**src/rtl/charger_path_pkg.sv**
```systemverilog
// constants, field layouts and state codes for the battery path control
// assumes a 250 MHz system clock and synchronised comparator levels
`default_nettype none
package charger_path_pkg;
	// register port geometry
	localparam int ADDR_W = 4;
	localparam int DATA_W = 16;
	// register offsets
	localparam logic [ADDR_W-1:0] CTRL_ADDR = 4'h0;
	localparam logic [ADDR_W-1:0] CURRENT_ADDR = 4'h1;
	localparam logic [ADDR_W-1:0] FAULT_ADDR = 4'h2;
	localparam logic [ADDR_W-1:0] STATUS_ADDR = 4'h3;
	// control field positions
	localparam int CTRL_THERM_BIT = 0;
	localparam int CTRL_JEITA_EN_BIT = 1;
	localparam int CTRL_JEITA_SEL_BIT = 2;
	// fault field positions
	localparam int FAULT_SHORT_BIT = 0;
	// status field positions
	localparam int STAT_STATE_LSB = 0;
	localparam int STAT_ISO_LSB = 3;
	localparam int STAT_ZONE_LSB = 5;
	localparam int STAT_THERM_BIT = 8;
	// reset values
	localparam logic [4:0] CURRENT_RESET = 5'h0_7;
	localparam logic THERM_EN_RESET = 1'b0;
	// comparator vector layout
	localparam int CMP_SUPPLY_OK = 0;
	localparam int CMP_SUPPLY_RANGE = 1;
	localparam int CMP_BAT_DEAD = 2;
	localparam int CMP_BAT_SYS = 3;
	localparam int CMP_SYS_LOW = 4;
	localparam int CMP_BAT_LOW = 5;
	localparam int CMP_BAT_HIGH = 6;
	localparam int CMP_BAT_SHORT = 7;
	localparam int CMP_BAT_CUTOFF = 8;
	localparam int CMP_COLD = 9;
	localparam int CMP_COOL = 10;
	localparam int CMP_WARM = 11;
	localparam int CMP_HOT = 12;
	localparam int CMP_W = 13;
	// timing
	localparam int CNT_W = 40;
	localparam longint CLK_HZ = 64'h0000_0000_0EE6_B280;
	localparam longint THERM_INTERVAL_MS = 167;
	localparam longint TRICKLE_TIMEOUT_MIN = 60;
	localparam longint THERM_INTERVAL_CYCLES =
		THERM_INTERVAL_MS * CLK_HZ / 1000;
	localparam longint TRICKLE_TIMEOUT_CYCLES =
		TRICKLE_TIMEOUT_MIN * 60 * CLK_HZ;
	// charger state codes, fault is 110
	typedef enum logic [2:0] {
		ST_OFF = 3'b000,
		ST_SINK = 3'b001,
		ST_SOURCE = 3'b010,
		ST_NO_BAT = 3'b011,
		ST_TRICKLE = 3'b100,
		ST_FAST = 3'b101,
		ST_FAULT = 3'b110
	} charger_state_type;
	// isolation switch modes
	typedef enum logic [1:0] {
		ISO_OFF = 2'b00,
		ISO_REGULATE = 2'b01,
		ISO_FULL = 2'b10
	} iso_mode_type;
	// battery temperature zones
	typedef enum logic [2:0] {
		ZONE_COLD = 3'b000,
		ZONE_COOL = 3'b001,
		ZONE_TYP = 3'b010,
		ZONE_WARM = 3'b011,
		ZONE_HOT = 3'b100
	} zone_type;
endpackage : charger_path_pkg
`default_nettype wire

```
**src/rtl/level_sync.sv**
```systemverilog
// two flip-flop synchroniser for a vector of independent levels
// assumes each bit is a slow comparator level, not a multi-bit word
`default_nettype none
module level_sync #(
	parameter int WIDTH = 1
) (
	// clock and reset
	input wire logic clk,
	input wire logic rst_b,
	// levels
	input wire logic [WIDTH-1:0] async_in,
	output logic [WIDTH-1:0] sync_out
);
	logic [WIDTH-1:0] meta_reg; // first stage, read only by second

	// two stage capture
	always_ff @(posedge clk or negedge rst_b) begin
		if (!rst_b) begin
			meta_reg <= '0;
			sync_out <= '0;
		end else begin
			meta_reg <= async_in;
			sync_out <= meta_reg;
		end
	end
endmodule : level_sync
`default_nettype wire

```
**src/rtl/cool_current_map.sv**
```systemverilog
// cool zone charge current reduction map
// assumes 5-bit current codes in 50 mA steps from 50 mA, top two
// codes being 1200 mA and 1300 mA
`default_nettype none
module cool_current_map (
	// codes
	input wire logic [4:0] code_in,
	output logic [4:0] code_out
);
	// half current, floored to 50 mA, never under 50 mA
	always_comb begin
		if (code_in <= 5'h0_2) begin
			code_out = 5'h0_0;
		end else if (code_in <= 5'h1_5) begin
			code_out = 5'((code_in + 5'h0_1) >> 1) - 5'h0_1;
		end else if (code_in == 5'h1_6) begin
			code_out = 5'h0_B;
		end else begin
			code_out = 5'h0_C;
		end
	end
endmodule : cool_current_map
`default_nettype wire

```
**src/rtl/charger_path_ctrl.sv**
```systemverilog
// battery path control: detection, short check, isolation switch,
// thermistor gating and temperature zone charge adjustment
// assumes comparator levels from the analog front end, register
// port driven from the same clock
//
// Implementation choices: the register addresses and the strobed register port.
`default_nettype none
module charger_path_ctrl
	import charger_path_pkg::*;
#(
	parameter logic [CNT_W-1:0] DETECT_CYCLES = 40'h00_0003_D090,
	parameter logic [CNT_W-1:0] SHORT_CYCLES = 40'h00_0003_D090,
	parameter logic [CNT_W-1:0] TRICKLE_CYCLES =
		CNT_W'(TRICKLE_TIMEOUT_CYCLES),
	parameter logic [CNT_W-1:0] THERM_CYCLES =
		CNT_W'(THERM_INTERVAL_CYCLES),
	parameter logic [CNT_W-1:0] THERM_ON_CYCLES = 40'h00_0000_0100,
	parameter logic JEITA_EN_RESET = 1'b0,
	parameter logic JEITA_SEL_RESET = 1'b0
) (
	// clock and reset
	input wire logic clk,
	input wire logic rst_b,
	// register port
	input wire logic [ADDR_W-1:0] reg_addr,
	input wire logic [DATA_W-1:0] reg_wdata,
	input wire logic reg_wr,
	input wire logic reg_rd,
	output logic [DATA_W-1:0] reg_rdata,
	// supply comparators
	input wire logic supply_input_ok,
	input wire logic supply_input_in_range,
	// battery and system node comparators
	input wire logic battery_above_dead,
	input wire logic battery_above_system_level,
	input wire logic system_node_below_battery,
	input wire logic battery_above_detect_low,
	input wire logic battery_above_detect_high,
	input wire logic battery_above_short,
	input wire logic battery_above_cutoff,
	// thermistor comparators
	input wire logic thermistor_cold,
	input wire logic thermistor_cool,
	input wire logic thermistor_warm,
	input wire logic thermistor_hot,
	// analog controls
	output logic [1:0] iso_mode,
	output logic sink_current_on,
	output logic source_current_on,
	output logic trickle_charge_on,
	output logic fast_charge_on,
	output logic [4:0] charge_current_code,
	output logic termination_drop,
	output logic thermistor_source_on
);
	////////////////////////////////////////////////////////////////////
	// comparator synchronisation
	logic [CMP_W-1:0] cmp_raw; // pin levels
	logic [CMP_W-1:0] cmp; // synchronised levels

	assign cmp_raw = {thermistor_hot, thermistor_warm, thermistor_cool,
		thermistor_cold, battery_above_cutoff, battery_above_short,
		battery_above_detect_high, battery_above_detect_low,
		system_node_below_battery, battery_above_system_level,
		battery_above_dead, supply_input_in_range, supply_input_ok};

	// every comparator passes two flops
	level_sync #(.WIDTH(CMP_W)) cmp_sync (
		.clk(clk),
		.rst_b(rst_b),
		.async_in(cmp_raw),
		.sync_out(cmp)
	);

	////////////////////////////////////////////////////////////////////
	// registers
	logic therm_en_reg; // thermistor_sense_enable
	logic jeita_en_reg; // zone function enable
	logic jeita_sel_reg; // 0 first profile, 1 second
	logic [4:0] current_reg; // fast_charge_current_code
	logic short_fault_reg; // sticky short fault
	charger_state_type state_reg; // charger state
	charger_state_type state_next;
	zone_type zone; // decoded zone
	logic therm_active; // sensing allowed
	logic temp_stop; // cold or hot

	logic wr_ctrl; // control write
	logic wr_fault; // fault write
	assign wr_ctrl = reg_wr && (reg_addr == CTRL_ADDR);
	assign wr_fault = reg_wr && (reg_addr == FAULT_ADDR);

	// control register
	always_ff @(posedge clk or negedge rst_b) begin
		if (!rst_b) begin
			therm_en_reg <= THERM_EN_RESET;
			jeita_en_reg <= JEITA_EN_RESET;
			jeita_sel_reg <= JEITA_SEL_RESET;
		end else if (wr_ctrl) begin
			therm_en_reg <= reg_wdata[CTRL_THERM_BIT];
			jeita_en_reg <= reg_wdata[CTRL_JEITA_EN_BIT];
			jeita_sel_reg <= reg_wdata[CTRL_JEITA_SEL_BIT];
		end
	end

	// programmed charge current
	always_ff @(posedge clk or negedge rst_b) begin
		if (!rst_b) begin
			current_reg <= CURRENT_RESET;
		end else if (reg_wr && (reg_addr == CURRENT_ADDR)) begin
			current_reg <= reg_wdata[4:0];
		end
	end

	////////////////////////////////////////////////////////////////////
	// timers
	logic [CNT_W-1:0] phase_cnt_reg; // detection period
	logic [CNT_W-1:0] short_cnt_reg; // short timeout
	logic [CNT_W-1:0] trk_cnt_reg; // trickle timeout
	logic phase_done; // detection period over
	logic short_done; // short timeout over
	logic trk_done; // trickle timeout over
	logic state_change; // state leaves this cycle

	assign state_change = (state_next != state_reg);
	assign phase_done = (phase_cnt_reg == DETECT_CYCLES - 1'b1);
	assign short_done = (short_cnt_reg == SHORT_CYCLES - 1'b1);
	assign trk_done = (trk_cnt_reg == TRICKLE_CYCLES - 1'b1);

	// detection phase counter, restarts per state
	always_ff @(posedge clk or negedge rst_b) begin
		if (!rst_b) begin
			phase_cnt_reg <= '0;
		end else if (state_change || phase_done) begin
			phase_cnt_reg <= '0;
		end else begin
			phase_cnt_reg <= phase_cnt_reg + 1'b1;
		end
	end

	// short timeout counts from start of trickle
	always_ff @(posedge clk or negedge rst_b) begin
		if (!rst_b) begin
			short_cnt_reg <= '0;
		end else if (state_reg != ST_TRICKLE) begin
			short_cnt_reg <= '0;
		end else if (!short_done) begin
			short_cnt_reg <= short_cnt_reg + 1'b1;
		end
	end

	// trickle timer runs through trickle and short fault
	always_ff @(posedge clk or negedge rst_b) begin
		if (!rst_b) begin
			trk_cnt_reg <= '0;
		end else if (state_reg != ST_TRICKLE && state_reg != ST_FAULT) begin
			trk_cnt_reg <= '0;
		end else if (!trk_done) begin
			trk_cnt_reg <= trk_cnt_reg + 1'b1;
		end
	end

	////////////////////////////////////////////////////////////////////
	// charger state machine
	always_comb begin
		state_next = state_reg;
		case (state_reg)
			ST_OFF: begin
				state_next = ST_SINK;
			end
			ST_SINK: begin
				if (phase_done && !cmp[CMP_BAT_LOW]) begin
					state_next = ST_SOURCE;
				end else if (phase_done) begin
					state_next = cmp[CMP_BAT_DEAD] ? ST_FAST : ST_TRICKLE;
				end
			end
			ST_SOURCE: begin
				if (cmp[CMP_BAT_HIGH]) begin
					state_next = ST_NO_BAT;
				end else if (phase_done) begin
					state_next = ST_TRICKLE;
				end
			end
			ST_NO_BAT: begin
				// retry detection after one period
				if (phase_done) begin
					state_next = ST_SINK;
				end
			end
			ST_TRICKLE: begin
				if (short_done && !cmp[CMP_BAT_SHORT]) begin
					state_next = ST_FAULT;
				end else if (cmp[CMP_BAT_DEAD]) begin
					state_next = ST_FAST;
				end
			end
			ST_FAST: begin
				state_next = ST_FAST;
			end
			ST_FAULT: begin
				if (!short_fault_reg) begin
					state_next = ST_OFF;
				end
			end
			default: begin
				state_next = ST_OFF;
			end
		endcase
		if (!cmp[CMP_SUPPLY_OK]) begin
			state_next = ST_OFF;
		end
	end

	// state register
	always_ff @(posedge clk or negedge rst_b) begin
		if (!rst_b) begin
			state_reg <= ST_OFF;
		end else begin
			state_reg <= state_next;
		end
	end

	// short fault: set wins over software clear, supply loss clears
	always_ff @(posedge clk or negedge rst_b) begin
		if (!rst_b) begin
			short_fault_reg <= 1'b0;
		end else if (state_next == ST_FAULT && state_reg == ST_TRICKLE) begin
			short_fault_reg <= 1'b1;
		end else if (!cmp[CMP_SUPPLY_OK]) begin
			short_fault_reg <= 1'b0;
		end else if (wr_fault && reg_wdata[FAULT_SHORT_BIT]) begin
			short_fault_reg <= 1'b0;
		end
	end

	////////////////////////////////////////////////////////////////////
	// thermistor gating and zones
	logic [CNT_W-1:0] therm_cnt_reg; // interval divider
	logic therm_tick; // one cycle per interval

	assign therm_tick = (therm_cnt_reg == THERM_CYCLES - 1'b1);

	// sensing allowed per supply and battery level
	always_comb begin
		if (cmp[CMP_SUPPLY_RANGE]) begin
			therm_active = 1'b1;
		end else if (cmp[CMP_BAT_CUTOFF]) begin
			therm_active = therm_en_reg;
		end else begin
			therm_active = 1'b0;
		end
	end

	// interval divider
	always_ff @(posedge clk or negedge rst_b) begin
		if (!rst_b) begin
			therm_cnt_reg <= '0;
		end else if (!therm_active || therm_tick) begin
			therm_cnt_reg <= '0;
		end else begin
			therm_cnt_reg <= therm_cnt_reg + 1'b1;
		end
	end

	// zone decode; open input reads as cold
	always_comb begin
		if (!therm_active) begin
			zone = ZONE_TYP;
		end else if (cmp[CMP_COLD]) begin
			zone = ZONE_COLD;
		end else if (cmp[CMP_HOT]) begin
			zone = ZONE_HOT;
		end else if (cmp[CMP_WARM]) begin
			zone = ZONE_WARM;
		end else if (cmp[CMP_COOL]) begin
			zone = ZONE_COOL;
		end else begin
			zone = ZONE_TYP;
		end
	end

	assign temp_stop = (zone == ZONE_COLD) || (zone == ZONE_HOT);

	////////////////////////////////////////////////////////////////////
	// isolation switch mode
	iso_mode_type iso_next;

	always_comb begin
		if (!cmp[CMP_SUPPLY_OK]) begin
			iso_next = ISO_FULL;
		end else if (state_reg == ST_FAULT) begin
			iso_next = ISO_OFF;
		end else if (cmp[CMP_SYS_LOW]) begin
			iso_next = ISO_FULL;
		end else if (temp_stop) begin
			iso_next = ISO_FULL;
		end else if (state_reg == ST_TRICKLE) begin
			iso_next = ISO_OFF;
		end else if (cmp[CMP_BAT_SYS]) begin
			iso_next = ISO_FULL;
		end else if (cmp[CMP_BAT_DEAD]) begin
			iso_next = ISO_REGULATE;
		end else begin
			iso_next = ISO_OFF;
		end
	end

	////////////////////////////////////////////////////////////////////
	// charge settings per zone
	logic [4:0] cool_code; // reduced current
	logic [4:0] current_next;
	logic drop_next;

	cool_current_map cool_map (
		.code_in(current_reg),
		.code_out(cool_code)
	);

	// first profile cool halves current, warm or second cool drop voltage
	always_comb begin
		current_next = current_reg;
		drop_next = 1'b0;
		if (jeita_en_reg && zone == ZONE_COOL && !jeita_sel_reg) begin
			current_next = cool_code;
		end
		if (jeita_en_reg && zone == ZONE_COOL && jeita_sel_reg) begin
			drop_next = 1'b1;
		end
		if (jeita_en_reg && zone == ZONE_WARM) begin
			drop_next = 1'b1;
		end
	end

	////////////////////////////////////////////////////////////////////
	// registered outputs
	always_ff @(posedge clk or negedge rst_b) begin
		if (!rst_b) begin
			iso_mode <= ISO_FULL;
			sink_current_on <= 1'b0;
			source_current_on <= 1'b0;
			trickle_charge_on <= 1'b0;
			fast_charge_on <= 1'b0;
			charge_current_code <= CURRENT_RESET;
			termination_drop <= 1'b0;
			thermistor_source_on <= 1'b0;
		end else begin
			iso_mode <= iso_next;
			sink_current_on <= (state_reg == ST_SINK);
			source_current_on <= (state_reg == ST_SOURCE);
			trickle_charge_on <= !temp_stop &&
				((state_reg == ST_TRICKLE) ||
				(state_reg == ST_FAULT && !trk_done));
			fast_charge_on <= (state_reg == ST_FAST) && !temp_stop;
			charge_current_code <= current_next;
			termination_drop <= drop_next;
			thermistor_source_on <= therm_active &&
				(therm_cnt_reg < THERM_ON_CYCLES);
		end
	end

	// read data, one cycle after strobe, unmapped reads zero
	always_ff @(posedge clk or negedge rst_b) begin
		if (!rst_b) begin
			reg_rdata <= '0;
		end else if (!reg_rd) begin
			reg_rdata <= '0;
		end else if (reg_addr == CTRL_ADDR) begin
			reg_rdata <= DATA_W'({jeita_sel_reg, jeita_en_reg,
				therm_en_reg});
		end else if (reg_addr == CURRENT_ADDR) begin
			reg_rdata <= DATA_W'(current_reg);
		end else if (reg_addr == FAULT_ADDR) begin
			reg_rdata <= DATA_W'(short_fault_reg);
		end else if (reg_addr == STATUS_ADDR) begin
			reg_rdata <= DATA_W'({therm_active, zone, iso_mode,
				state_reg});
		end else begin
			reg_rdata <= '0;
		end
	end
endmodule : charger_path_ctrl
`default_nettype wire

```
**config.mk**
```make
export PLATFORM = sky130hd
export DESIGN_NAME = charger_path_ctrl
export DESIGN_NICKNAME = d
export VERILOG_FILES = /design/src/rtl/charger_path_pkg.sv /design/src/rtl/level_sync.sv /design/src/rtl/cool_current_map.sv /design/src/rtl/charger_path_ctrl.sv
export SDC_FILE = /design/constraint.sdc
export NUM_CORES = 1
export LEC_CHECK = 0
export ABC_CLOCK_PERIOD_IN_PS = 3400
export BUFFER_PORTS_ARGS = -buffer_cell sky130_fd_sc_hd__buf_4
export CAP_MARGIN = 20
export CELL_PAD_IN_SITES_DETAIL_PLACEMENT = 1
export CELL_PAD_IN_SITES_GLOBAL_PLACEMENT = 1
export CORE_MARGIN = 3
export CORE_UTILIZATION = 47
export DETAILED_ROUTE_END_ITERATION = 8
export PLACE_DENSITY_LB_ADDON = 0.1
export SLEW_MARGIN = 20
export SYNTH_ARGS = -nofsm -noshare
export SYNTH_HDL_FRONTEND = slang
export SYNTH_HIERARCHICAL = 1
export SYNTH_SLANG_ARGS = --single-unit
export TNS_END_PERCENT = 1
```
**constraint.sdc**
```tcl
create_clock -name clk -period 3.4 [get_ports clk]
set_clock_uncertainty 0.2 [all_clocks]
set_input_delay 0.85 -clock clk [delete_from_list [all_inputs] [get_ports clk]]
set_output_delay 0.85 -clock clk [all_outputs]
set_load 0.02 [all_outputs]
```
After elaboration in Yosys (flattened, before gate mapping)
Index checks and enable logic that the tools add are counted.
{"block": "totals", "reg_bits": 227, "input_bits": 37, "output_inout_bits": 29, "elab_cells": 128}
{"block": "classes", "add_sub_neg": 6, "magnitude_cmp": 3, "n_eq_ne": 24, "n_mux": 45, "n_reduce_logical": 29}
{"op": "$mux 40", "count": 6}
{"op": "$add 40x1->40 const B", "count": 4}
{"op": "$eq 40x18->1 const B", "count": 2}
{"op": "$mux 9", "count": 5}
{"op": "$eq 40x26->1 const B", "count": 1}
{"op": "$eq 40x40->1 const B", "count": 1}
{"op": "$lt 40x9->1 const B", "count": 1}
{"op": "$mux 3", "count": 13}
{"op": "$pmux 3 s7", "count": 1}
{"op": "$logic_and 1x1->1", "count": 16}
{"op": "$mux 2", "count": 8}
{"op": "$eq 3x3->1 const B", "count": 5}
{"op": "$mux 5", "count": 3}
{"op": "$eq 3x2->1 const B", "count": 3}
{"op": "$mux 1", "count": 9}
{"op": "$ne 3x3->1 const B", "count": 3}
{"op": "$eq 4x2->1 const B", "count": 2}
{"op": "$eq 3x1->1 const B", "count": 2}
{"op": "$logic_not 1->1", "count": 6}
{"op": "$logic_not 3->1", "count": 2}
{"op": "$add 5x1->5 const B", "count": 1}
{"op": "$eq 5x5->1 const B", "count": 1}
{"op": "$le 5x2->1 const B", "count": 1}
{"op": "$le 5x5->1 const B", "count": 1}
{"op": "6 further kinds", "count": 10}

Depth between registers and ports, before layout
{"block": "logic_depth", "ltp_word": 11, "depth_mapped": 10}

Modules after synthesis
Netlist, hierarchy kept.
{"module": "charger_path_ctrl", "instances": 1, "cells_each": 1001, "area_each_um2": 9601.7}
{"module": "level_sync", "instances": 1, "cells_each": 26, "area_each_um2": 650.6}
{"module": "cool_current_map", "instances": 1, "cells_each": 34, "area_each_um2": 271.5}

Worst setup path after synthesis
Ideal clock, no wire load.
{"block": "synth_path", "path_type": "register to register", "startpoint": "register short_cnt_reg[31]", "endpoint": "register phase_cnt_reg[30]", "setup_time_ns": 0.071, "arrival_time_ns": 2.398, "required_time_ns": 3.129, "setup_slack_ns": 0.730, "stages_incl_launch_ff": 9, "n_path_buf": 2, "period_less_slack_ns": 2.670, "path_cell_list": "dfrtp_1 or4_1 or4_1 o31a_1 o2111ai_2 o311ai_1 buf_4 buf_6 nor2_1"}
{"block": "synth_via", "elab_chain_cells": 8}
{"item": "start, declared", "line": "charger_path_ctrl.sv:118", "rtl": "logic [CNT_W-1:0] short_cnt_reg;"}
{"item": "start signal, assigned", "line": "charger_path_ctrl.sv:148", "rtl": "short_cnt_reg <= short_cnt_reg + 1'b1;"}
{"item": "$eq 40x18->1", "line": "charger_path_ctrl.sv:127", "rtl": "assign short_done = (short_cnt_reg == SHORT_CYCLES - 1'b1);"}
{"item": "$logic_and 1x1->1", "line": "charger_path_ctrl.sv:192", "rtl": "if (short_done && !cmp[CMP_BAT_SHORT]) begin"}
{"item": "$mux 3", "line": "charger_path_ctrl.sv:192"}
{"item": "$pmux 3 s7", "line": "charger_path_ctrl.sv:167", "rtl": "case (state_reg)"}
{"item": "$mux 3", "line": "charger_path_ctrl.sv:210", "rtl": "if (!cmp[CMP_SUPPLY_OK]) begin"}
{"item": "$ne 3x3->1", "line": "charger_path_ctrl.sv:125", "rtl": "assign state_change = (state_next != state_reg);"}
{"item": "$logic_or 1x1->1", "line": "charger_path_ctrl.sv:134", "rtl": "end else if (state_change || phase_done) begin"}
{"item": "$mux 40", "line": "charger_path_ctrl.sv:134"}
{"item": "end signal, assigned", "line": "charger_path_ctrl.sv:137", "rtl": "phase_cnt_reg <= phase_cnt_reg + 1'b1;"}
{"item": "end, declared", "line": "charger_path_ctrl.sv:117", "rtl": "logic [CNT_W-1:0] phase_cnt_reg;"}
No other way between the ends.
A chain may end at the register's enable or synchronous reset.

Worst setup path after layout
{"block": "layout_path", "startpoint": "register short_cnt_reg[31]", "endpoint": "register phase_cnt_reg[28]"}
The elaborated chain is that of the path after synthesis.

==> flow_metrics.env <==
export IMPL_period_needed_ps=2900
export IMPL_pwr_share_clk_pct=44.0
export IMPL_hold_viol=0
export IMPL_grt_pass1_wl_mm=42.0
export IMPL_postCtsSetupBuffers=0
export IMPL_portBuffers=47
export IMPL_cp_max_fo=39
export IMPL_grt_pass1_vias=8201
export IMPL_core_area_mm2=0.0219
export IMPL_ys_warn_count=6
export IMPL_final_cells=1412
export IMPL_power_frac_seq_pct=47.9
export IMPL_final_core_util_pct=55.1
export IMPL_synth_simple_area_share_pct=25.5
export IMPL_synth_cell_types=64
export IMPL_drc=0
export IMPL_rsz0062_at_grt="no"
export IMPL_antenna_found_initial=0
export IMPL_synthTopCellsByArea="dfrtp_1 (51%), xor2_1 (7.1%), nor2_1 (6.7%), xnor2_1 (4.8%), nand4_1 (3.2%)"
export IMPL_critPathKind="reg -> reg"
export IMPL_synth_top_family_by_area="simple AND/OR/NAND/NOR gates"
export IMPL_globalRouteTotalUtil_pct=20.7
export IMPL_comb_power_share_pct=8.1
export IMPL_drt_wl_total_mm=24.5
export IMPL_cap_violations=0
export IMPL_drive_gt1_share_pct=12.6
export IMPL_setup_viol=0
export IMPL_cts_htree_levels=1
export IMPL_synthesis_instances=1061
export IMPL_synth_xor_xnor_area_share_pct=12.1
export IMPL_synth_seq_cells=220
export IMPL_fin_area_mm2=0.0121
export IMPL_dr_pass1_iters=4
export IMPL_yosys_most_used_dff="dfrtp_1"
export IMPL_synth_top_cell_by_area="dfrtp_1"
export IMPL_finalCritPeriodShare_pct=85.2
export IMPL_drtIter0Drc=349
export IMPL_die_area_mm2=0.0242
export IMPL_p_int_uw=4410
export IMPL_max_freq_mhz=345
export IMPL_cts_buffers_inserted=25
export IMPL_num_vias=7839
export IMPL_synth_edff_count=0
export IMPL_synthesis_area_mm2=0.0105
export IMPL_die_y_um=156
export IMPL_cts_root_buffer="clkbuf_16"
export IMPL_io_pins=66
export IMPL_dp_cells=1368
export IMPL_via_per_inst=5.55
export IMPL_area_growth_pct=14.6
export IMPL_synth_top_area_share_pct=50.6
export IMPL_leakage_uw=0.00503
export IMPL_cts_tree="built"
export IMPL_grt_ovfl_total=0
export IMPL_place_area_mm2=0.0113
export IMPL_synth_compound_area_share_pct=4.53
export IMPL_cp_arrival_ps=3100
export IMPL_crit_path_end_kind="register"
export IMPL_num_rows=54
export IMPL_p_per_area_mw_per_mm2=483
export IMPL_dpl_hpwl_mm=16.7
export IMPL_critPathLaunchType="register"
export IMPL_yosysSeqAreaShare_pct=52.4
export IMPL_fin_nets=1160
export IMPL_async_reset_ff_share_pct=100
export IMPL_hold_path_class="in -> async"
export IMPL_globalplace_congestion=0.804
export IMPL_cts_buffer_depth=3
export IMPL_required_ps=3610
export IMPL_diodes=0
export IMPL_tightest_slew_ps=719
export IMPL_grt_max_degree=73
export IMPL_initial_core_util_pct=48.1
export IMPL_muxShareOfSynthArea_pct=1.84
export IMPL_netSwitchingPower_uw=1410
export IMPL_p_sw_share_pct=24.3
export IMPL_clock_latency_ps=520
export IMPL_vdd_ir_drop_max_mv=0.408
export IMPL_postSynthAreaPerCell_um2=9.92
export IMPL_die_w_um=156
export IMPL_synthAdderAreaFrac_pct=0.951
export IMPL_slew_headroom_pct=51.7
export IMPL_cts_sinks=220
export IMPL_postRouteAntennaNets=0
export IMPL_cts_clk_slew_worst_paths_ps=60
export IMPL_cts_resized=0
export IMPL_finalMaxSlewViolations=0
export IMPL_outcome="complete, no violations"
export IMPL_wire_per_inst_um=17.3
export IMPL_setup_tns_ps=0
export IMPL_hold_buffers=0
-- metrics by stage --
stage	worst slack [ps]	hold WS [ps]	total power (uW)
2_1_floorplan	730	131	3100
3_3_place_gp	587	132	3290
3_5_place_dp	522	136	3300
4_1_cts	498	112	5890
5_1_grt	307	144	6060
6_report	504	77.9	5820
-- worst max-delay path, stage by stage (launching register included) --
cell,delay [ps]
dfrtp_1,410
or4_1,570
or4_1,580
nor4_1,390
nor3_1,160
o311ai_4,130
buf_12,250
nor2_1,80
-- synth_stat cells (5+ instances only) --
master,count
a21oi_1,27
and2_1,5
and3_1,19
and4_1,18
buf_4,8
clkbuf_1,29
dfrtp_1,213
dfstp_2,7
ha_1,8
inv_1,20
mux2_2,11
mux2i_1,7
nand2_1,66
nand2b_1,7
nand3_1,59
nand4_1,53
nor2_1,188
nor3_1,29
nor3b_1,5
nor4_1,31
nor4b_1,5
o21ai_0,23
or3_1,20
or4_1,8
xnor2_1,58
xor2_1,85
-- placed cells by master (no fill, tap or decap), drive strengths merged, types with 7 or more instances in the layout --
cell type / count
dfrtp: 213
nor2: 188
xor2: 85
nand2: 66
buf: 64
nand3: 59
xnor2: 59
nand4: 53
clkbuf: 35
nor4: 33
nor3: 30
a21oi: 27
o21ai: 24
inv: 21
or3: 20
and3: 19
and4: 18
mux2: 11
clkinv: 9
or4: 8
ha: 8
nand2b: 8
mux2i: 7
conb: 7
dfstp: 7
and2: 7
-- kinds of logic (layout without fill, tap and decap cells) --
| logic type | count (synthesis) | in the layout |
|---|---|---|
| compound gates | 76 | 76 |
| xor+xnor | 144 | 144 |
| fa+ha+maj | 8 | 8 |
| buf+inv | 64 | 129 |
| flops | 220 | 220 |
| mux | 18 | 18 |
| other cells | 1 | 7 |
| simple gates | 530 | 530 |
-- layer usage --
metal | part of all wire (%) | track usage (%) | wire length (um)
met5 | 0 | 0 | 0
met4 | 1.7 | 4.13 | 412
met3 | 3.6 | 2.77 | 878
met2 | 47 | 34.0 | 11500
met1 | 48 | 29.8 | 11700
-- final cells by class --
type                       instances  area [um^2]
clock buffer                      35          733
clock inverter                     9         52.6
fill                            2458         9830
inverter                          21         78.8
multi-input combinational        783         4780
sequential                       220         5510
tap                              280          350
timing repair buffer              64          551
-- path summary, 6_finish.rpt --
kind / from / end / slack [ps] / depth (start not counted)
max in group asynchronous: rst_b / current_reg[1] / 2140 / 2
min reg2reg: cmp_sync/meta_reg[11] / cmp_sync/sync_out[11] / 140 / 0
min in group clk: cmp_sync/meta_reg[11] / cmp_sync/sync_out[11] / 140 / 0
min: rst_b / therm_cnt_reg[7] / 80 / 1
max: short_cnt_reg[31] / phase_cnt_reg[28] / 500 / 7
max reg2reg: short_cnt_reg[31] / phase_cnt_reg[28] / 500 / 7
-- power groups by stage --
stage / Sequential, uW / Clock, uW / Combinational [uW]
finish: 2790 / 2560 / 470
global route: 2800 / 2740 / 525
CTS: 2790 / 2630 / 477
detailed placement: 2830 / 0 / 471
global placement: 2830 / 0 / 459
floorplan: 2830 / 0 / 270
Power figures use the tool's default switching activity.
